File: src/ifeb_pkg.sv
// Package: register map, field layout and reset values of the interrupt flag/enable bank
package ifeb_pkg;
    // Bus and register geometry
    localparam int          AXI_DATA_W   = 32;
    localparam int          REG_W        = 16;
    localparam int          NUM_BANKS    = 5;
    localparam int          PRIO_W       = 3;
    localparam int          PRIO_REG_W   = NUM_BANKS * PRIO_W;
    // Byte offsets of the registers
    localparam logic [7:0]  OFS_FLAGS_THREE = 8'h00;
    localparam logic [7:0]  OFS_FLAGS_FOUR  = 8'h04;
    localparam logic [7:0]  OFS_ENABLES_0   = 8'h08;
    localparam logic [7:0]  OFS_ENABLES_1   = 8'h0C;
    localparam logic [7:0]  OFS_ENABLES_2   = 8'h10;
    localparam logic [7:0]  OFS_PRIORITY    = 8'h14;
    localparam logic [7:0]  OFS_IRQ_STATUS  = 8'h18;
    localparam logic [7:0]  OFS_IRQ_MASK    = 8'h1C;
    localparam logic [7:0]  OFS_PENDING     = 8'h20;
    // Implemented-bit masks; every other bit reads zero and ignores writes
    localparam logic [15:0] MASK_FLAGS_THREE = 16'h0003;
    localparam logic [15:0] MASK_FLAGS_FOUR  = 16'h00F7;
    localparam logic [15:0] MASK_ENABLES_0   = 16'h7FFF;
    localparam logic [15:0] MASK_ENABLES_1   = 16'hFFFB;
    localparam logic [15:0] MASK_ENABLES_2   = 16'hDFFF;
    // Flag bit positions in the third and fourth flag words
    localparam int          TWI2_SLAVE_EVENT_FLAG_POS = 1;
    localparam int          TIMER7_FLAG_POS           = 0;
    localparam int          CAN2_TX_REQUEST_FLAG_POS  = 7;
    localparam int          CAN1_TX_REQUEST_FLAG_POS  = 6;
    localparam int          DMA_CH7_DONE_FLAG_POS     = 5;
    localparam int          DMA_CH6_DONE_FLAG_POS     = 4;
    localparam int          UART2_ERROR_FLAG_POS      = 2;
    localparam int          UART1_ERROR_FLAG_POS      = 1;
    localparam int          PWM_FAULT_B_FLAG_POS      = 0;
    // Reset values
    localparam logic [15:0] RST_REG16     = 16'h0000;
    localparam logic [2:0]  PRIO_OFF      = 3'h0;
    localparam logic [2:0]  PRIO_RST      = 3'h4;
    localparam logic [14:0] RST_PRIORITY  = 15'h4924;
    localparam logic [4:0]  RST_IRQ       = 5'h00;
    // Bank numbering: enable words 0..2, flag words three and four
    localparam int          BANK_EN0      = 0;
    localparam int          BANK_EN1      = 1;
    localparam int          BANK_EN2      = 2;
    localparam int          BANK_FLAGS3   = 3;
    localparam int          BANK_FLAGS4   = 4;
    // Bus responses
    localparam logic [1:0]  RESP_OKAY     = 2'h0;
    localparam logic [1:0]  RESP_SLVERR   = 2'h2;
endpackage : ifeb_pkg

File: src/ifeb_bank.sv
// Interrupt flag and enable bank with an AXI4-Lite register slave
`timescale 1ns/100ps
`default_nettype none

module ifeb_bank
    import ifeb_pkg::*;
#(
    parameter int ADDR_W = 8                          // Register address width
) (
    input  wire logic              core_clk_in,       // System clock, 10 MHz
    input  wire logic              rstn_in,           // Synchronous reset, active low
    input  wire logic [ADDR_W-1:0] s_axi_awaddr_in,   // Write address
    input  wire logic              s_axi_awvalid_in,  // Write address valid
    output logic                   s_axi_awready_out, // Write address ready
    input  wire logic [31:0]       s_axi_wdata_in,    // Write data
    input  wire logic [3:0]        s_axi_wstrb_in,    // Write byte strobes
    input  wire logic              s_axi_wvalid_in,   // Write data valid
    output logic                   s_axi_wready_out,  // Write data ready
    output logic [1:0]             s_axi_bresp_out,   // Write response
    output logic                   s_axi_bvalid_out,  // Write response valid
    input  wire logic              s_axi_bready_in,   // Write response ready
    input  wire logic [ADDR_W-1:0] s_axi_araddr_in,   // Read address
    input  wire logic              s_axi_arvalid_in,  // Read address valid
    output logic                   s_axi_arready_out, // Read address ready
    output logic [31:0]            s_axi_rdata_out,   // Read data
    output logic [1:0]             s_axi_rresp_out,   // Read response
    output logic                   s_axi_rvalid_out,  // Read data valid
    input  wire logic              s_axi_rready_in,   // Read data ready
    input  wire logic [15:0]       src_flags_three_in,// Source request pulses, word three
    input  wire logic [15:0]       src_flags_four_in, // Source request pulses, word four
    input  wire logic [15:0]       ext_flags_zero_in, // Flag word 0 held outside
    input  wire logic [15:0]       ext_flags_one_in,  // Flag word 1 held outside
    input  wire logic [15:0]       ext_flags_two_in,  // Flag word 2 held outside
    input  wire logic [15:0]       ext_enables_three_in, // Enable word 3 held outside
    input  wire logic [15:0]       ext_enables_four_in,  // Enable word 4 held outside
    output logic [15:0]            enables_zero_out,  // Enable word 0
    output logic [15:0]            enables_one_out,   // Enable word 1
    output logic [15:0]            enables_two_out,   // Enable word 2
    output logic [15:0]            flags_three_out,   // Flag word three
    output logic [15:0]            flags_four_out,    // Flag word four
    output logic [2:0]             core_req_level_out,// Highest pending priority, 0 = none
    output logic [2:0]             core_req_bank_out, // Bank that holds that request
    output logic                   irq_out            // Summary interrupt, level
);

    // Merge a bus write into a 16-bit register under byte strobes and mask
    function automatic logic [15:0] merge16(input logic [15:0] old_val,
                                            input logic [31:0] wdata,
                                            input logic [3:0]  wstrb,
                                            input logic [15:0] mask);
        logic [15:0] val;
        val = old_val;
        if (wstrb[0]) begin
            val[7:0] = wdata[7:0];
        end
        if (wstrb[1]) begin
            val[15:8] = wdata[15:8];
        end
        return val & mask;
    endfunction : merge16

    // A priority field asks for service only when it is not the off code
    function automatic logic prio_live(input logic [2:0] code);
        return code != PRIO_OFF;
    endfunction : prio_live

    // Register state
    logic [15:0]       flags_three_reg;
    logic [15:0]       flags_three_next;
    logic [15:0]       flags_four_reg;
    logic [15:0]       flags_four_next;
    logic [15:0]       enables_zero_reg;
    logic [15:0]       enables_zero_next;
    logic [15:0]       enables_one_reg;
    logic [15:0]       enables_one_next;
    logic [15:0]       enables_two_reg;
    logic [15:0]       enables_two_next;
    logic [14:0]       priority_reg;
    logic [14:0]       priority_next;
    logic [4:0]        irq_status_reg;
    logic [4:0]        irq_status_next;
    logic [4:0]        irq_mask_reg;
    logic [4:0]        irq_mask_next;
    logic [4:0]        pend_reg;
    logic [4:0]        pend_next;
    logic [2:0]        level_reg;
    logic [2:0]        level_next;
    logic [2:0]        bank_reg;
    logic [2:0]        bank_next;

    // Bus state
    logic              aw_held_reg;
    logic              aw_held_next;
    logic [ADDR_W-1:0] aw_addr_reg;
    logic [ADDR_W-1:0] aw_addr_next;
    logic              w_held_reg;
    logic              w_held_next;
    logic [31:0]       w_data_reg;
    logic [31:0]       w_data_next;
    logic [3:0]        w_strb_reg;
    logic [3:0]        w_strb_next;
    logic              bvalid_reg;
    logic              bvalid_next;
    logic [1:0]        bresp_reg;
    logic [1:0]        bresp_next;
    logic              rvalid_reg;
    logic              rvalid_next;
    logic [31:0]       rdata_reg;
    logic [31:0]       rdata_next;
    logic [1:0]        rresp_reg;
    logic [1:0]        rresp_next;

    logic              wr_go;
    logic              rd_go;
    logic [7:0]        wr_ofs;
    logic [7:0]        rd_ofs;
    logic [4:0]        pend_now;

    // Handshake readiness and the moments a write or read is carried out
    assign s_axi_awready_out = !aw_held_reg && !bvalid_reg;
    assign s_axi_wready_out  = !w_held_reg && !bvalid_reg;
    assign s_axi_arready_out = !rvalid_reg;
    assign wr_go             = aw_held_reg && w_held_reg && !bvalid_reg;
    assign rd_go             = s_axi_arvalid_in && !rvalid_reg;
    assign wr_ofs            = 8'(aw_addr_reg);
    assign rd_ofs            = 8'(s_axi_araddr_in);

    // Write channel capture, taken in either order
    always_comb begin
        aw_held_next = aw_held_reg;
        aw_addr_next = aw_addr_reg;
        w_held_next  = w_held_reg;
        w_data_next  = w_data_reg;
        w_strb_next  = w_strb_reg;
        bvalid_next  = bvalid_reg;
        bresp_next   = bresp_reg;
        if (s_axi_awvalid_in && s_axi_awready_out) begin
            aw_held_next = 1'b1;
            aw_addr_next = s_axi_awaddr_in;
        end
        if (s_axi_wvalid_in && s_axi_wready_out) begin
            w_held_next = 1'b1;
            w_data_next = s_axi_wdata_in;
            w_strb_next = s_axi_wstrb_in;
        end
        if (wr_go) begin
            aw_held_next = 1'b0;
            w_held_next  = 1'b0;
            bvalid_next  = 1'b1;
            bresp_next   = (wr_ofs <= OFS_IRQ_MASK && wr_ofs[1:0] == 2'h0 &&
                            wr_ofs != OFS_IRQ_STATUS) ? RESP_OKAY : RESP_SLVERR;
        end else if (bvalid_reg && s_axi_bready_in) begin
            bvalid_next = 1'b0;
        end
    end

    // Read channel: data registered on the edge that takes the address
    always_comb begin
        rvalid_next = rvalid_reg;
        rdata_next  = rdata_reg;
        rresp_next  = rresp_reg;
        if (rd_go) begin
            rvalid_next = 1'b1;
            rresp_next  = RESP_OKAY;
            rdata_next  = 32'h0000_0000;
            case (rd_ofs)
                OFS_FLAGS_THREE: rdata_next[15:0] = flags_three_reg;
                OFS_FLAGS_FOUR:  rdata_next[15:0] = flags_four_reg;
                OFS_ENABLES_0:   rdata_next[15:0] = enables_zero_reg;
                OFS_ENABLES_1:   rdata_next[15:0] = enables_one_reg;
                OFS_ENABLES_2:   rdata_next[15:0] = enables_two_reg;
                OFS_PRIORITY:    rdata_next[14:0] = priority_reg;
                OFS_IRQ_STATUS:  rdata_next[4:0]  = irq_status_reg;
                OFS_IRQ_MASK:    rdata_next[4:0]  = irq_mask_reg;
                OFS_PENDING:     rdata_next[4:0]  = pend_reg;
                default:         rresp_next       = RESP_SLVERR;
            endcase
        end else if (rvalid_reg && s_axi_rready_in) begin
            rvalid_next = 1'b0;
        end
    end

    // Flag words: a source pulse sets, software writes any value, set wins
    always_comb begin
        flags_three_next = flags_three_reg;
        flags_four_next  = flags_four_reg;
        if (wr_go && wr_ofs == OFS_FLAGS_THREE) begin
            flags_three_next = merge16(flags_three_reg, w_data_reg, w_strb_reg,
                                       MASK_FLAGS_THREE);
        end
        if (wr_go && wr_ofs == OFS_FLAGS_FOUR) begin
            flags_four_next = merge16(flags_four_reg, w_data_reg, w_strb_reg,
                                      MASK_FLAGS_FOUR);
        end
        flags_three_next = (flags_three_next | src_flags_three_in)
                           & MASK_FLAGS_THREE;
        flags_four_next  = (flags_four_next | src_flags_four_in)
                           & MASK_FLAGS_FOUR;
    end

    // Enable words and the priority register, written by software only
    always_comb begin
        enables_zero_next = enables_zero_reg;
        enables_one_next  = enables_one_reg;
        enables_two_next  = enables_two_reg;
        priority_next     = priority_reg;
        irq_mask_next     = irq_mask_reg;
        if (wr_go) begin
            case (wr_ofs)
                OFS_ENABLES_0: enables_zero_next = merge16(enables_zero_reg, w_data_reg,
                                   w_strb_reg, MASK_ENABLES_0);
                OFS_ENABLES_1: enables_one_next = merge16(enables_one_reg, w_data_reg,
                                   w_strb_reg, MASK_ENABLES_1);
                OFS_ENABLES_2: enables_two_next = merge16(enables_two_reg, w_data_reg,
                                   w_strb_reg, MASK_ENABLES_2);
                OFS_PRIORITY: begin
                    if (w_strb_reg[0]) begin
                        priority_next[7:0] = w_data_reg[7:0];
                    end
                    if (w_strb_reg[1]) begin
                        priority_next[14:8] = w_data_reg[14:8];
                    end
                end
                OFS_IRQ_MASK: begin
                    if (w_strb_reg[0]) begin
                        irq_mask_next = w_data_reg[4:0];
                    end
                end
                default: begin
                end
            endcase
        end
    end

    // Per-bank pending: a flag counts only where its enable is set
    always_comb begin
        pend_now[BANK_EN0]    = |(ext_flags_zero_in & enables_zero_reg);
        pend_now[BANK_EN1]    = |(ext_flags_one_in & enables_one_reg);
        pend_now[BANK_EN2]    = |(ext_flags_two_in & enables_two_reg);
        pend_now[BANK_FLAGS3] = |(flags_three_reg & ext_enables_three_in);
        pend_now[BANK_FLAGS4] = |(flags_four_reg & ext_enables_four_in);
        pend_next             = pend_now;
    end

    // Highest live priority among pending banks goes to the core
    always_comb begin
        logic [2:0] code;
        code       = PRIO_OFF;
        level_next = PRIO_OFF;
        bank_next  = 3'h0;
        for (int b = 0; b < NUM_BANKS; b++) begin
            code = priority_reg[b*PRIO_W +: PRIO_W];
            if (pend_now[b] && prio_live(code) && code > level_next) begin
                level_next = code;
                bank_next  = 3'(b);
            end
        end
    end

    // Sticky event status: a newly pending bank sets, a read clears, set wins
    always_comb begin
        irq_status_next = irq_status_reg;
        if (rd_go && rd_ofs == OFS_IRQ_STATUS) begin
            irq_status_next = RST_IRQ;
        end
        irq_status_next = irq_status_next | (pend_now & ~pend_reg);
    end

    // Registers
    always_ff @(posedge core_clk_in) begin
        if (!rstn_in) begin
            flags_three_reg  <= RST_REG16;
            flags_four_reg   <= RST_REG16;
            enables_zero_reg <= RST_REG16;
            enables_one_reg  <= RST_REG16;
            enables_two_reg  <= RST_REG16;
            priority_reg     <= RST_PRIORITY;
            irq_status_reg   <= RST_IRQ;
            irq_mask_reg     <= RST_IRQ;
            pend_reg         <= RST_IRQ;
            level_reg        <= PRIO_OFF;
            bank_reg         <= 3'h0;
            aw_held_reg      <= 1'b0;
            aw_addr_reg      <= '0;
            w_held_reg       <= 1'b0;
            w_data_reg       <= 32'h0000_0000;
            w_strb_reg       <= 4'h0;
            bvalid_reg       <= 1'b0;
            bresp_reg        <= RESP_OKAY;
            rvalid_reg       <= 1'b0;
            rdata_reg        <= 32'h0000_0000;
            rresp_reg        <= RESP_OKAY;
        end else begin
            flags_three_reg  <= flags_three_next;
            flags_four_reg   <= flags_four_next;
            enables_zero_reg <= enables_zero_next;
            enables_one_reg  <= enables_one_next;
            enables_two_reg  <= enables_two_next;
            priority_reg     <= priority_next;
            irq_status_reg   <= irq_status_next;
            irq_mask_reg     <= irq_mask_next;
            pend_reg         <= pend_next;
            level_reg        <= level_next;
            bank_reg         <= bank_next;
            aw_held_reg      <= aw_held_next;
            aw_addr_reg      <= aw_addr_next;
            w_held_reg       <= w_held_next;
            w_data_reg       <= w_data_next;
            w_strb_reg       <= w_strb_next;
            bvalid_reg       <= bvalid_next;
            bresp_reg        <= bresp_next;
            rvalid_reg       <= rvalid_next;
            rdata_reg        <= rdata_next;
            rresp_reg        <= rresp_next;
        end
    end

    // Outputs
    assign s_axi_bvalid_out   = bvalid_reg;
    assign s_axi_bresp_out    = bresp_reg;
    assign s_axi_rvalid_out   = rvalid_reg;
    assign s_axi_rdata_out    = rdata_reg;
    assign s_axi_rresp_out    = rresp_reg;
    assign enables_zero_out   = enables_zero_reg;
    assign enables_one_out    = enables_one_reg;
    assign enables_two_out    = enables_two_reg;
    assign flags_three_out    = flags_three_reg;
    assign flags_four_out     = flags_four_reg;
    assign core_req_level_out = level_reg;
    assign core_req_bank_out  = bank_reg;
    assign irq_out            = |(irq_status_reg & irq_mask_reg);

endmodule : ifeb_bank

`default_nettype wire

File: config.mk
export PLATFORM = sky130hd
export DESIGN_NAME = ifeb_bank
export DESIGN_NICKNAME = d
export VERILOG_FILES = /design/src/ifeb_pkg.sv /design/src/ifeb_bank.sv
export SDC_FILE = /design/constraint.sdc
export NUM_CORES = 1
export LEC_CHECK = 0
export ABC_AREA = 0
export BUFFER_PORTS_ARGS = -buffer_cell sky130_fd_sc_hd__buf_2
export CAP_MARGIN = 40
export CORE_ASPECT_RATIO = 1.75
export CORE_UTILIZATION = 43
export CTS_CLUSTER_SIZE = 25
export DETAILED_ROUTE_END_ITERATION = 8
export PLACE_DENSITY_LB_ADDON = 0.15
export SETUP_SLACK_MARGIN = 0.5
export SLEW_MARGIN = 20
export SYNTH_ARGS = -nofsm -noshare
export SYNTH_HDL_FRONTEND = slang
export SYNTH_SLANG_ARGS = --single-unit
File: constraint.sdc
create_clock -name core_clk_in -period 7.2 [get_ports core_clk_in]
set_input_delay 1.44 -clock core_clk_in [delete_from_list [all_inputs] [get_ports core_clk_in]]
set_output_delay 1.44 -clock core_clk_in [all_outputs]
set_load 0.01 [all_outputs]
Yosys cells after proc, flatten, opt, wreduce, memory -nomap -nowiden. Index checks and enable logic that the tools add are counted.

Memory bits (writable): 0. Memories: 0. Latch bits: 0. Input port bits: 171. Output and inout bits: 128. Memory bits (read-only): 0. Register bits: 140.

Magnitude comparators: 6. Divide/modulo/power cells: 0. Shift-type cells: 0. $add $sub $neg: 0. Equality and inequality tests: 15. Multiply operators: 0. Reduce and logical (&&, ||, !) cells: 56. Bitwise logic cells: 12. Mux-type cells: 23.

Operator list (number): $reduce_or A16 Y1 (5); $pmux W10 S6 (1); $eq A8 B5 Y1 const B (7); $pmux W5 S9 (1); $and A16 B16 Y16 (2); $eq A8 B4 Y1 const B (4); $reduce_and A3 Y1 (9); $logic_and A1 B1 Y1 (24); $mux W3 (8); $and A16 B15 Y16 (1); $and A2 B16 Y16 (1); $and A8 B16 Y16 (1); $eq A8 B3 Y1 const B (2); $logic_not A8 Y1 (2); $mux W8 (2); $reduce_bool A3 Y1 (5); $gt A3 B3 Y1 (4); $and A5 B5 Y5 (2); $reduce_or A9 Y1 (1); $eq A8 B6 Y1 const B (1); $le A8 B5 Y1 const B (1); $mux W2 (4); $ne A8 B5 Y1 const B (1); $or A8 B8 Y8 (1); other kinds (13) (22).

Logic depth before layout (Yosys ltp). Gate-level depths: netlist (run 1).

Depth in word-level cells: 17. Mapped depth: 34. Gate-level depth less buffers: 34.

Least setup slack after synthesis (run 1). OpenSTA, ideal clock, no wires.

Path kind: in2reg. Start: input port ext_flags_zero_in[2]. End: register level_reg[0] (netlist: core_req_level_out[0]). Required time: 7.065 ns. Library setup time: 0.135 ns. Stages: 30. Data arrival time: 6.769 ns. Path slack: 0.296 ns. Cell sequence: a222oi_1 and3_1 nand4_2 nand2_1 ha_1 and2b_1 o311ai_4 nor2_4 nand2_1 mux2_2 ha_1 or2_2 nand2_1 o31ai_1 a21oi_1 o32ai_4 mux2i_1 inv_1 ha_1 inv_1 a21o_1 a21oi_1 a311oi_1 inv_1 mux2_2 ha_1 a311oi_1 nand2_1 a32oi_1 o31ai_1.

Longest elaborated chain between the ends: 17.

Ends and longest elaborated chain: start: declaration (RTL line ifeb_bank.sv:31) `input wire logic [15:0] ext_flags_zero_in,`; $and A16 B15 Y16 (*) (RTL line ifeb_bank.sv:237) `pend_now[BANK_EN0] = |(ext_flags_zero_in & enables_zero_reg);`; $reduce_or A16 Y1 (*) (RTL line ifeb_bank.sv:237); $logic_and A1 B1 Y1 (*) (2 in series) (RTL line ifeb_bank.sv:253) `if (pend_now[b] && prio_live(code) && code > level_next) begin`; $mux W3 (*) (RTL line ifeb_bank.sv:253); $gt A3 B3 Y1 (RTL line ifeb_bank.sv:253); $logic_and A1 B1 Y1 (RTL line ifeb_bank.sv:253); $mux W3 (*) (RTL line ifeb_bank.sv:253); $gt A3 B3 Y1 (RTL line ifeb_bank.sv:253); $logic_and A1 B1 Y1 (RTL line ifeb_bank.sv:253); $mux W3 (*) (RTL line ifeb_bank.sv:253); $gt A3 B3 Y1 (RTL line ifeb_bank.sv:253); $logic_and A1 B1 Y1 (RTL line ifeb_bank.sv:253); $mux W3 (*) (RTL line ifeb_bank.sv:253); $gt A3 B3 Y1 (RTL line ifeb_bank.sv:253); $logic_and A1 B1 Y1 (RTL line ifeb_bank.sv:253); $mux W3 (*) (RTL line ifeb_bank.sv:253); end signal: assignment (RTL line ifeb_bank.sv:303) `level_reg <= level_next;`; end: declaration (RTL line ifeb_bank.sv:86) `logic [2:0] level_reg;`.

Every way passes the cells marked *; elsewhere a longest branch is shown, timed or not. A chain may end at the register's enable or synchronous reset.

Worst setup path in the final report (run 1). Same ends and word-level chain as after synthesis.

==> results of run 1 <==
-- cell usage in the layout, fill, tap and decap left out, types with 3 or more instances in the layout --
cell type,instances
sky130_fd_sc_hd__a21oi_1,9
sky130_fd_sc_hd__a22o_1,5
sky130_fd_sc_hd__a21boi_0,30
sky130_fd_sc_hd__nor3_1,6
sky130_fd_sc_hd__inv_2,3
sky130_fd_sc_hd__a221oi_1,6
sky130_fd_sc_hd__inv_6,3
sky130_fd_sc_hd__nor4_1,3
sky130_fd_sc_hd__and2_1,4
sky130_fd_sc_hd__nor2_2,5
sky130_fd_sc_hd__nand2_2,3
sky130_fd_sc_hd__clkinv_4,6
sky130_fd_sc_hd__a222oi_1,19
sky130_fd_sc_hd__mux2_2,9
sky130_fd_sc_hd__ha_1,5
sky130_fd_sc_hd__buf_4,32
sky130_fd_sc_hd__o211ai_1,4
sky130_fd_sc_hd__a21o_1,4
sky130_fd_sc_hd__a21oi_2,4
sky130_fd_sc_hd__clkbuf_16,17
sky130_fd_sc_hd__a22oi_1,35
sky130_fd_sc_hd__and3_1,4
sky130_fd_sc_hd__nand3_1,11
sky130_fd_sc_hd__mux2i_1,64
sky130_fd_sc_hd__or3_1,5
sky130_fd_sc_hd__o21a_1,9
sky130_fd_sc_hd__nor2_1,21
sky130_fd_sc_hd__conb_1,44
sky130_fd_sc_hd__buf_2,187
sky130_fd_sc_hd__nor2b_1,74
sky130_fd_sc_hd__o21ai_0,10
sky130_fd_sc_hd__inv_1,17
sky130_fd_sc_hd__dfxtp_1,138
sky130_fd_sc_hd__ha_4,3
sky130_fd_sc_hd__nand2_1,108
sky130_fd_sc_hd__buf_6,3
sky130_fd_sc_hd__a31oi_1,4
-- power breakdown --
group / switching [W] / internal [W] / total [W]
registers: 0.0000300 / 0.000786 / 0.000816
clock network: 0.000353 / 0.000483 / 0.000836
logic: 0.0000826 / 0.0000684 / 0.000151
total: 0.000465 / 0.00134 / 0.00180
-- stage by stage --
stage	cell area, µm²	TNS, ns	utilization (%)	worst slack [ns]
after floorplan	7000	0	-	0.414
after global placement	7850	-0.729	50.8	-0.180
after detailed placement	7910	-1.30	51.1	-0.283
after CTS	8670	0	56.0	0.420
after global routing	8710	-0.00229	56.3	-0.00229
final	8710	0	56.3	0.263
-- routing by layer --
layer  GRT usage, %  vias up
li1               -     2998
met1           29.8     2988
met2           48.5      297
met3           5.41       63
met4           14.5        0
met5              0        -
-- final cells by class --
cell class	count	area, µm²	share of cell area (%)
Multi-Input combinational cell	555	3820	43.9
Sequential cell	138	2760	31.7
Clock inverter	13	135	1.55
Inverter	20	75.1	0.862
Clock buffer	19	433	4.97
Tap cell	186	233	2.67
Timing Repair Buffer	224	1250	14.3
-- cells by family after synthesis --
kind of cell	count (synthesis)	synth area share (%)
flip-flops	138	40.5
AND/OR/NAND/NOR	267	20.0
adder cells (fa/ha/maj)	10	1.83
buffers and inverters	98	7.94
other	1	0.0550
multiplexers	75	11.2
AO/OA/AOI/OAI	159	18.4
-- worst min-delay path by stage --
| stage | from | end | slack (ns) | cells after the start |
|---|---|---|---|---|
| after floorplan | pend_reg[3]$_SDFF_PN0_ | irq_status_reg[3]$_SDFF_PN0_ | 0.42 | 1 |
| final | pend_reg[3]$_SDFF_PN0_ | irq_status_reg[3]$_SDFF_PN0_ | 0.44 | 1 |
| after global placement | pend_reg[4]$_SDFF_PN0_ | irq_status_reg[4]$_SDFF_PN0_ | 0.43 | 1 |
| after detailed placement | pend_reg[2]$_SDFF_PN0_ | irq_status_reg[2]$_SDFF_PN0_ | 0.44 | 1 |
| after global routing | pend_reg[0]$_SDFF_PN0_ | irq_status_reg[0]$_SDFF_PN0_ | 0.47 | 1 |
| after CTS | pend_reg[3]$_SDFF_PN0_ | irq_status_reg[3]$_SDFF_PN0_ | 0.45 | 1 |
-- repair_timing --
action / CTS / global route
hold buffers: 0 / 0
gates resized for setup: 22 / 11
setup endpoints to repair: 6 / 6
pin swaps: 5 / 2
hold endpoints to repair: 0 / 0
setup buffers: 12 / 0
==> metrics.md, run 1 <==
| Metric | Value |
|---|---|
| Data required time of the critical path | `7.50 ns` |
| Starting Density | `44.1%` |
| Final net count | `1137` |
| Placed wire-length estimate after detailed placement | `16900 µm` |
| Cell Rows | `60` |
| Sum of buffers and inverters on the critical path | `5` |
| Number of warnings issued by yosys | `0` |
| End point of the critical path | `core_req_level_out[0]$_SDFF_PN0_` |
| Relative slew slack | `44.8%` |
| Routed WL per cell | `19.4 µm` |
| Remaining DRCs | `0` |
| Dpl cells | `1111` |
| Launching instance or port of the critical path | `ext_flags_zero_in[2]` |
| Non-filler instance count after layout | `1155` |
| Gpl congestion | `0.881` |
| Clk sinks | `138` |
| Die area | `0.0164 mm²` |
| Final setup fails | `0` |
| Met3 wire len | `1500 µm` |
| Launch instance of the worst register-to-register path | `enables_zero_out[7]$_SDFFE_PN0P_` |
| Share of layout cells above drive strength 1 | `32.0%` |
| Leak | `3.91 nW` |
| CTS buffer count | `17` |
| Die width | `97.2 µm` |
| H-tree Lvls | `4` |
| Predominant post-synthesis flop cell | `sky130_fd_sc_hd__dfxtp_1` |
| Total of max-cap violations | `0` |
| Mapped cell area | `0.00682 mm²` |
| Post-synthesis register bit count | `138` |
| Filler cell count | `1462` |
| Crit end category | `register` |
| Path depth of the worst reg2reg path | `33` |
| Result of the run | `finished clean` |
| Number of antenna violations at the first check in global routing | `0` |
| Met2 Wirelength | `11500 µm` |
| Worst slack on hold paths | `0.445 ns` |
| Mean cell area of the mapped netlist | `9.12 µm²` |
| Maximum root-to-sink buffer count | `2` |
| Wire length the detailed router placed on met1 | `8260 µm` |
| Biggest cell delay along the critical path | `0.34 ns` |
| Clock slew at reported path FFs | `0.06 ns` |
| Min Clock Period, post-route | `6.94 ns` |
| Most frequent cells after synthesis | `138 x sky130_fd_sc_hd__dfxtp_1, 112 x sky130_fd_sc_hd__nand2_1, 74 x sky130_fd_sc_hd__nor2b_1` |
| Crit path arrival time | `7.23 ns` |
| Die outline height | `169 µm` |
| Iteration-0 DRC count of the detailed router | `439` |
| Top routing layer used | `met4` |
| PortBufs | `187` |
| Worst vdd ir | `157 µV` |
| Most frequent cell on the critical path | `sky130_fd_sc_hd__a21oi_2` |
| Total vias in the final route | `6346` |
| R2r setup slk | `0.98 ns` |
| Final Cycle Share | `96.4%` |
| Max-slew violation count | `0` |
| Category of the most critical setup path | `input pin to register` |
| Setup repair after global routing missed its margin | `yes` |
| Reg-to-Reg End | `core_req_level_out[0]$_SDFF_PN0_` |
| Overall power of the completed layout | `0.00180 W` |
| Aggregate global-route resource usage | `27.0%` |
| Clk Latency, worst-skew pair | `0.42 ns` |
| Measured slew at the worst slew-check pin | `0.826 ns` |
| Post-synth top area share | `40.5%` |
| Achievable clock frequency | `144 MHz` |
| Maximum number of pins on one net before global-route repair | `91` |
| Slowest stage cell on the critical path | `sky130_fd_sc_hd__o311ai_4` |
| Worst-case clock skew | `0.00934 ns` |
| Instance count of the mapped netlist | `748` |
| First-pass GRT wire length | `33500 µm` |
| Grt ovf | `0` |
| Boundary Pins | `299` |
| CTS tree | `built` |
| Netlist cell types | `60` |
| Logic depth of the worst path, buffers included | `34` |
| Synth area leaders | `sky130_fd_sc_hd__dfxtp_1 40%, sky130_fd_sc_hd__mux2i_1 9.4%, sky130_fd_sc_hd__nor2b_1 6.8%, sky130_fd_sc_hd__nand2_1 6.2%, sky130_fd_sc_hd__buf_4 4.8%` |
| Path type of the worst min-delay path | `register to register` |
| DR pass1 iterations | `6` |
| Clock root cell | `sky130_fd_sc_hd__clkbuf_16` |
| Most frequent cell after synthesis | `sky130_fd_sc_hd__dfxtp_1` |
| Final-report hold violation count | `0` |
| Area of the core | `0.0155 mm²` |
| Cell type with the highest aggregate area in the netlist | `sky130_fd_sc_hd__dfxtp_1` |
| Count of flip-flops with a built-in enable after synthesis | `0` |
| Seq/Total Area, Yosys | `40.5%` |
| Antenna diodes | `0` |
| Family with the most delay on the worst path | `compound AO/OA/AOI/OAI gates` |
| Maximum net fanout on the critical path | `4` |
| Asr flop ratio synth | `0%` |
| Synthesis-to-layout area growth | `27.6%` |
| Crit start category | `input pin` |
| Vias per cell | `5.49` |
| Power Density | `207 mW/mm²` |
| Total wire length after detailed routing | `22400 µm` |
| Residual antenna-violating net count after detailed routing | `0` |
| Vias in the first global route | `5932` |
(Power assumes the default switching activity.)
==> run 2: changes to the inputs <==
Settings changed: BUFFER_PORTS_ARGS -buffer_cell sky130_fd_sc_hd__buf_2 to -buffer_cell sky130_fd_sc_hd__buf_4, CAP_MARGIN 40 to 20.
==> run 2 against run 1 <==
Effect of this change: maximum frequency grew 0.74%; critical endpoint unchanged; setup slack improved by 0.051 ns; sequential power hardly changed; largest cell class unchanged; hold slack improved by 0.018 ns; critical path depth shrank 1; global-route usage up 0.16 points; register-to-register slack better by 0.07 ns; clock power rose by 2.9%; non-clock buffer count is the same.
==> metrics.md, run 2 (synthesis gave the netlist of run 1 again) <==
| Metric | Value |
|---|---|
| Post-route worst setup slack | `0.314 ns` |
| Antenna diodes | `0` |
| Part of the power in registers | `44.2%` |
| Cell Rows | `60` |
| Min Clock Period, post-route | `6.89 ns` |
| Most frequent cells in the layout | `222 x sky130_fd_sc_hd__buf_4, 138 x sky130_fd_sc_hd__dfxtp_1, 108 x sky130_fd_sc_hd__nand2_1, 74 x sky130_fd_sc_hd__nor2b_1, 63 x sky130_fd_sc_hd__mux2i_1` |
| Remaining DRCs | `0` |
| Measured slew at the worst slew-check pin | `0.963 ns` |
| Total wire length after detailed routing | `22800 µm` |
| Crit end category | `register` |
| Placed wire-length estimate after detailed placement | `17000 µm` |
| Die outline height | `169 µm` |
| Routed WL per cell | `19.8 µm` |
| Proportion of total power due to net switching | `24.9%` |
| Boundary Pins | `299` |
| Vias per cell | `5.48` |
| Filler cell count | `1406` |
| Aggregate global-route resource usage | `27.2%` |
| Psw | `0.000460 W` |
| Sum of buffers and inverters on the critical path | `5` |
| Biggest cell delay along the critical path | `0.36 ns` |
| CTS buffer count | `17` |
| First-pass GRT wire length | `33500 µm` |
| Area taken by flip-flops and latches | `0.00276 mm²` |
| Crit path arrival time | `7.19 ns` |
| Launching instance or port of the critical path | `ext_flags_zero_in[2]` |
| Synthesis-to-layout area growth | `34.3%` |
| Maximum number of pins on one net before global-route repair | `95` |
| Sum Neg Setup Slack | `0 ns` |
| Global-route track usage on met2 | `49.5%` |
| Leak | `3.99 nW` |
| Total of hold buffers inserted after clock tree synthesis | `0` |
| GR peak layer | `met2` |
| Final net count | `1137` |
| Max-slew violation count | `0` |
| Worst-case clock skew | `0.00858 ns` |
| Power Internal | `0.00139 W` |
| Die width | `97.2 µm` |
| Category of the most critical setup path | `input pin to register` |
| PortBufs | `187` |
| Met3 Use GR | `5.16%` |
| CTS tree | `built` |
| Power Density | `201 mW/mm²` |
| Maximum net fanout on the critical path | `4` |
| Post-placement worst setup slack | `-0.331 ns` |
| Final-report hold violation count | `0` |
| Achievable clock frequency | `145 MHz` |
| Number of antenna violations at the first check in global routing | `0` |
| Total vias in the final route | `6329` |
| Residual antenna-violating net count after detailed routing | `0` |
| Result of the run | `finished clean` |
| Slowest stage cell on the critical path | `sky130_fd_sc_hd__a222oi_1` |
| Die area | `0.0164 mm²` |
| Most common cell after layout, fill and taps aside | `sky130_fd_sc_hd__buf_4` |
| Share of layout cells above drive strength 1 | `32.0%` |
| Clk Latency, worst-skew pair | `0.42 ns` |
| Total of max-cap violations | `0` |
| Start point of the worst min-delay path | `pend_reg[4]$_SDFF_PN0_` |
| Iteration-0 DRC count of the detailed router | `472` |
| DR pass1 iterations | `5` |
| Area of the core | `0.0155 mm²` |
| Gpl congestion | `0.860` |
| Met1 demand-to-capacity share in global routing | `29.3%` |
| H-tree Lvls | `4` |
| Clock root cell | `sky130_fd_sc_hd__clkbuf_16` |
| Final setup fails | `0` |
| Worst vdd ir | `168 µV` |
| Data required time of the critical path | `7.50 ns` |
| Launch instance of the worst register-to-register path | `enables_zero_out[7]$_SDFFE_PN0P_` |
| Setup repair after global routing missed its margin | `yes` |
| Combined area of the multi-input logic cells | `0.00383 mm²` |
| Clk sinks | `138` |
| Final Cycle Share | `95.6%` |
| Relative slew slack | `35.2%` |
| Starting Density | `44.1%` |
| Grt ovf | `0` |
| Family with the most delay on the worst path | `compound AO/OA/AOI/OAI gates` |
| Clock slew at reported path FFs | `0.06 ns` |
| Maximum root-to-sink buffer count | `2` |
| Power share of the clock group | `46.6%` |
| Comb power frac | `9.2%` |
| Path type of the worst min-delay path | `register to register` |
| Crit start category | `input pin` |
| Vias in the first global route | `5935` |
==> run 2: cell types whose count changed in the layout (fill, tap and decap cells not counted), moves of 2 or more <==
| cell | change |
|---|---|
| sky130_fd_sc_hd__and2_2 | -2 |
| sky130_fd_sc_hd__and2_4 | +2 |
| sky130_fd_sc_hd__buf_2 | -187 |
| sky130_fd_sc_hd__buf_4 | +190 |
| sky130_fd_sc_hd__clkinv_2 | +2 |
| sky130_fd_sc_hd__clkinv_4 | -4 |
| sky130_fd_sc_hd__clkinvlp_4 | +2 |
==> run 2: repair_timing <==
action | in CTS | in global routing
pin swaps | 21 | 19
hold endpoints to repair | 0 | 0
setup buffers | 14 | 2
gates resized for setup | 25 | 8
endpoints found under the setup margin | 6 | 6
==> run 2: power groups by stage <==
stage,Combinational (W),Clock (W),Sequential [W]
6_report,0.000170,0.000860,0.000816
5_1_grt,0.000186,0.000903,0.000818
4_1_cts,0.000168,0.000868,0.000816
3_5_place_dp,0.000163,0,0.000833
3_3_place_gp,0.000162,0,0.000833
2_1_floorplan,0.0000966,0,0.000823
==> run 2: metal layers <==
metal | vias to the layer above | share of wire, %
met5 | - | 0
met4 | 0 | 4.7
met3 | 59 | 6.8
met2 | 298 | 53
met1 | 2968 | 36
li1 | 3004 | -
==> run 2: worst reg2reg max path, delay by kind of cell (launching register included) <==
| family | cells | cell delay, ns |
|---|---|---|
| mux | 3 | 0.96 |
| simple gates | 9 | 1.04 |
| compound gates | 12 | 2.27 |
| flops | 1 | 0.37 |
| fa+ha+maj | 4 | 0.94 |
| buf+inv | 4 | 0.48 |
==> run 2: final timing paths <==
check,to,slack (ns),cells after the start
max reg2reg,core_req_level_out[0]$_SDFF_PN0_,1.05,32
min reg2reg,irq_status_reg[4]$_SDFF_PN0_,0.46,1
min,irq_status_reg[4]$_SDFF_PN0_,0.46,1
max,core_req_level_out[0]$_SDFF_PN0_,0.31,33
==> run 2: area by class of cell <==
cell class / instances / area share (%)
multi-input cells: 555 / 41.8
flip-flops and latches: 138 / 30.1
repair buffers: 224 / 18.4
clock buffers: 19 / 4.72
well taps: 186 / 2.54
clock inverters: 13 / 1.57
inverters: 20 / 0.819
==> run 2: stage by stage <==
step | std cells | hold slack, ns | utilization, % | power (W) | cell area, µm²
floorplan | 791 | 0.423 | - | 0.000919 | 7000
global placement | 1107 | 0.437 | 53.8 | 0.000994 | 8320
detailed placement | 1107 | 0.453 | 53.8 | 0.000996 | 8320
CTS | 1153 | 0.460 | 59.0 | 0.00185 | 9120
global route | 1155 | 0.476 | 59.3 | 0.00191 | 9170
finish | 1155 | 0.463 | 59.3 | 0.00185 | 9170
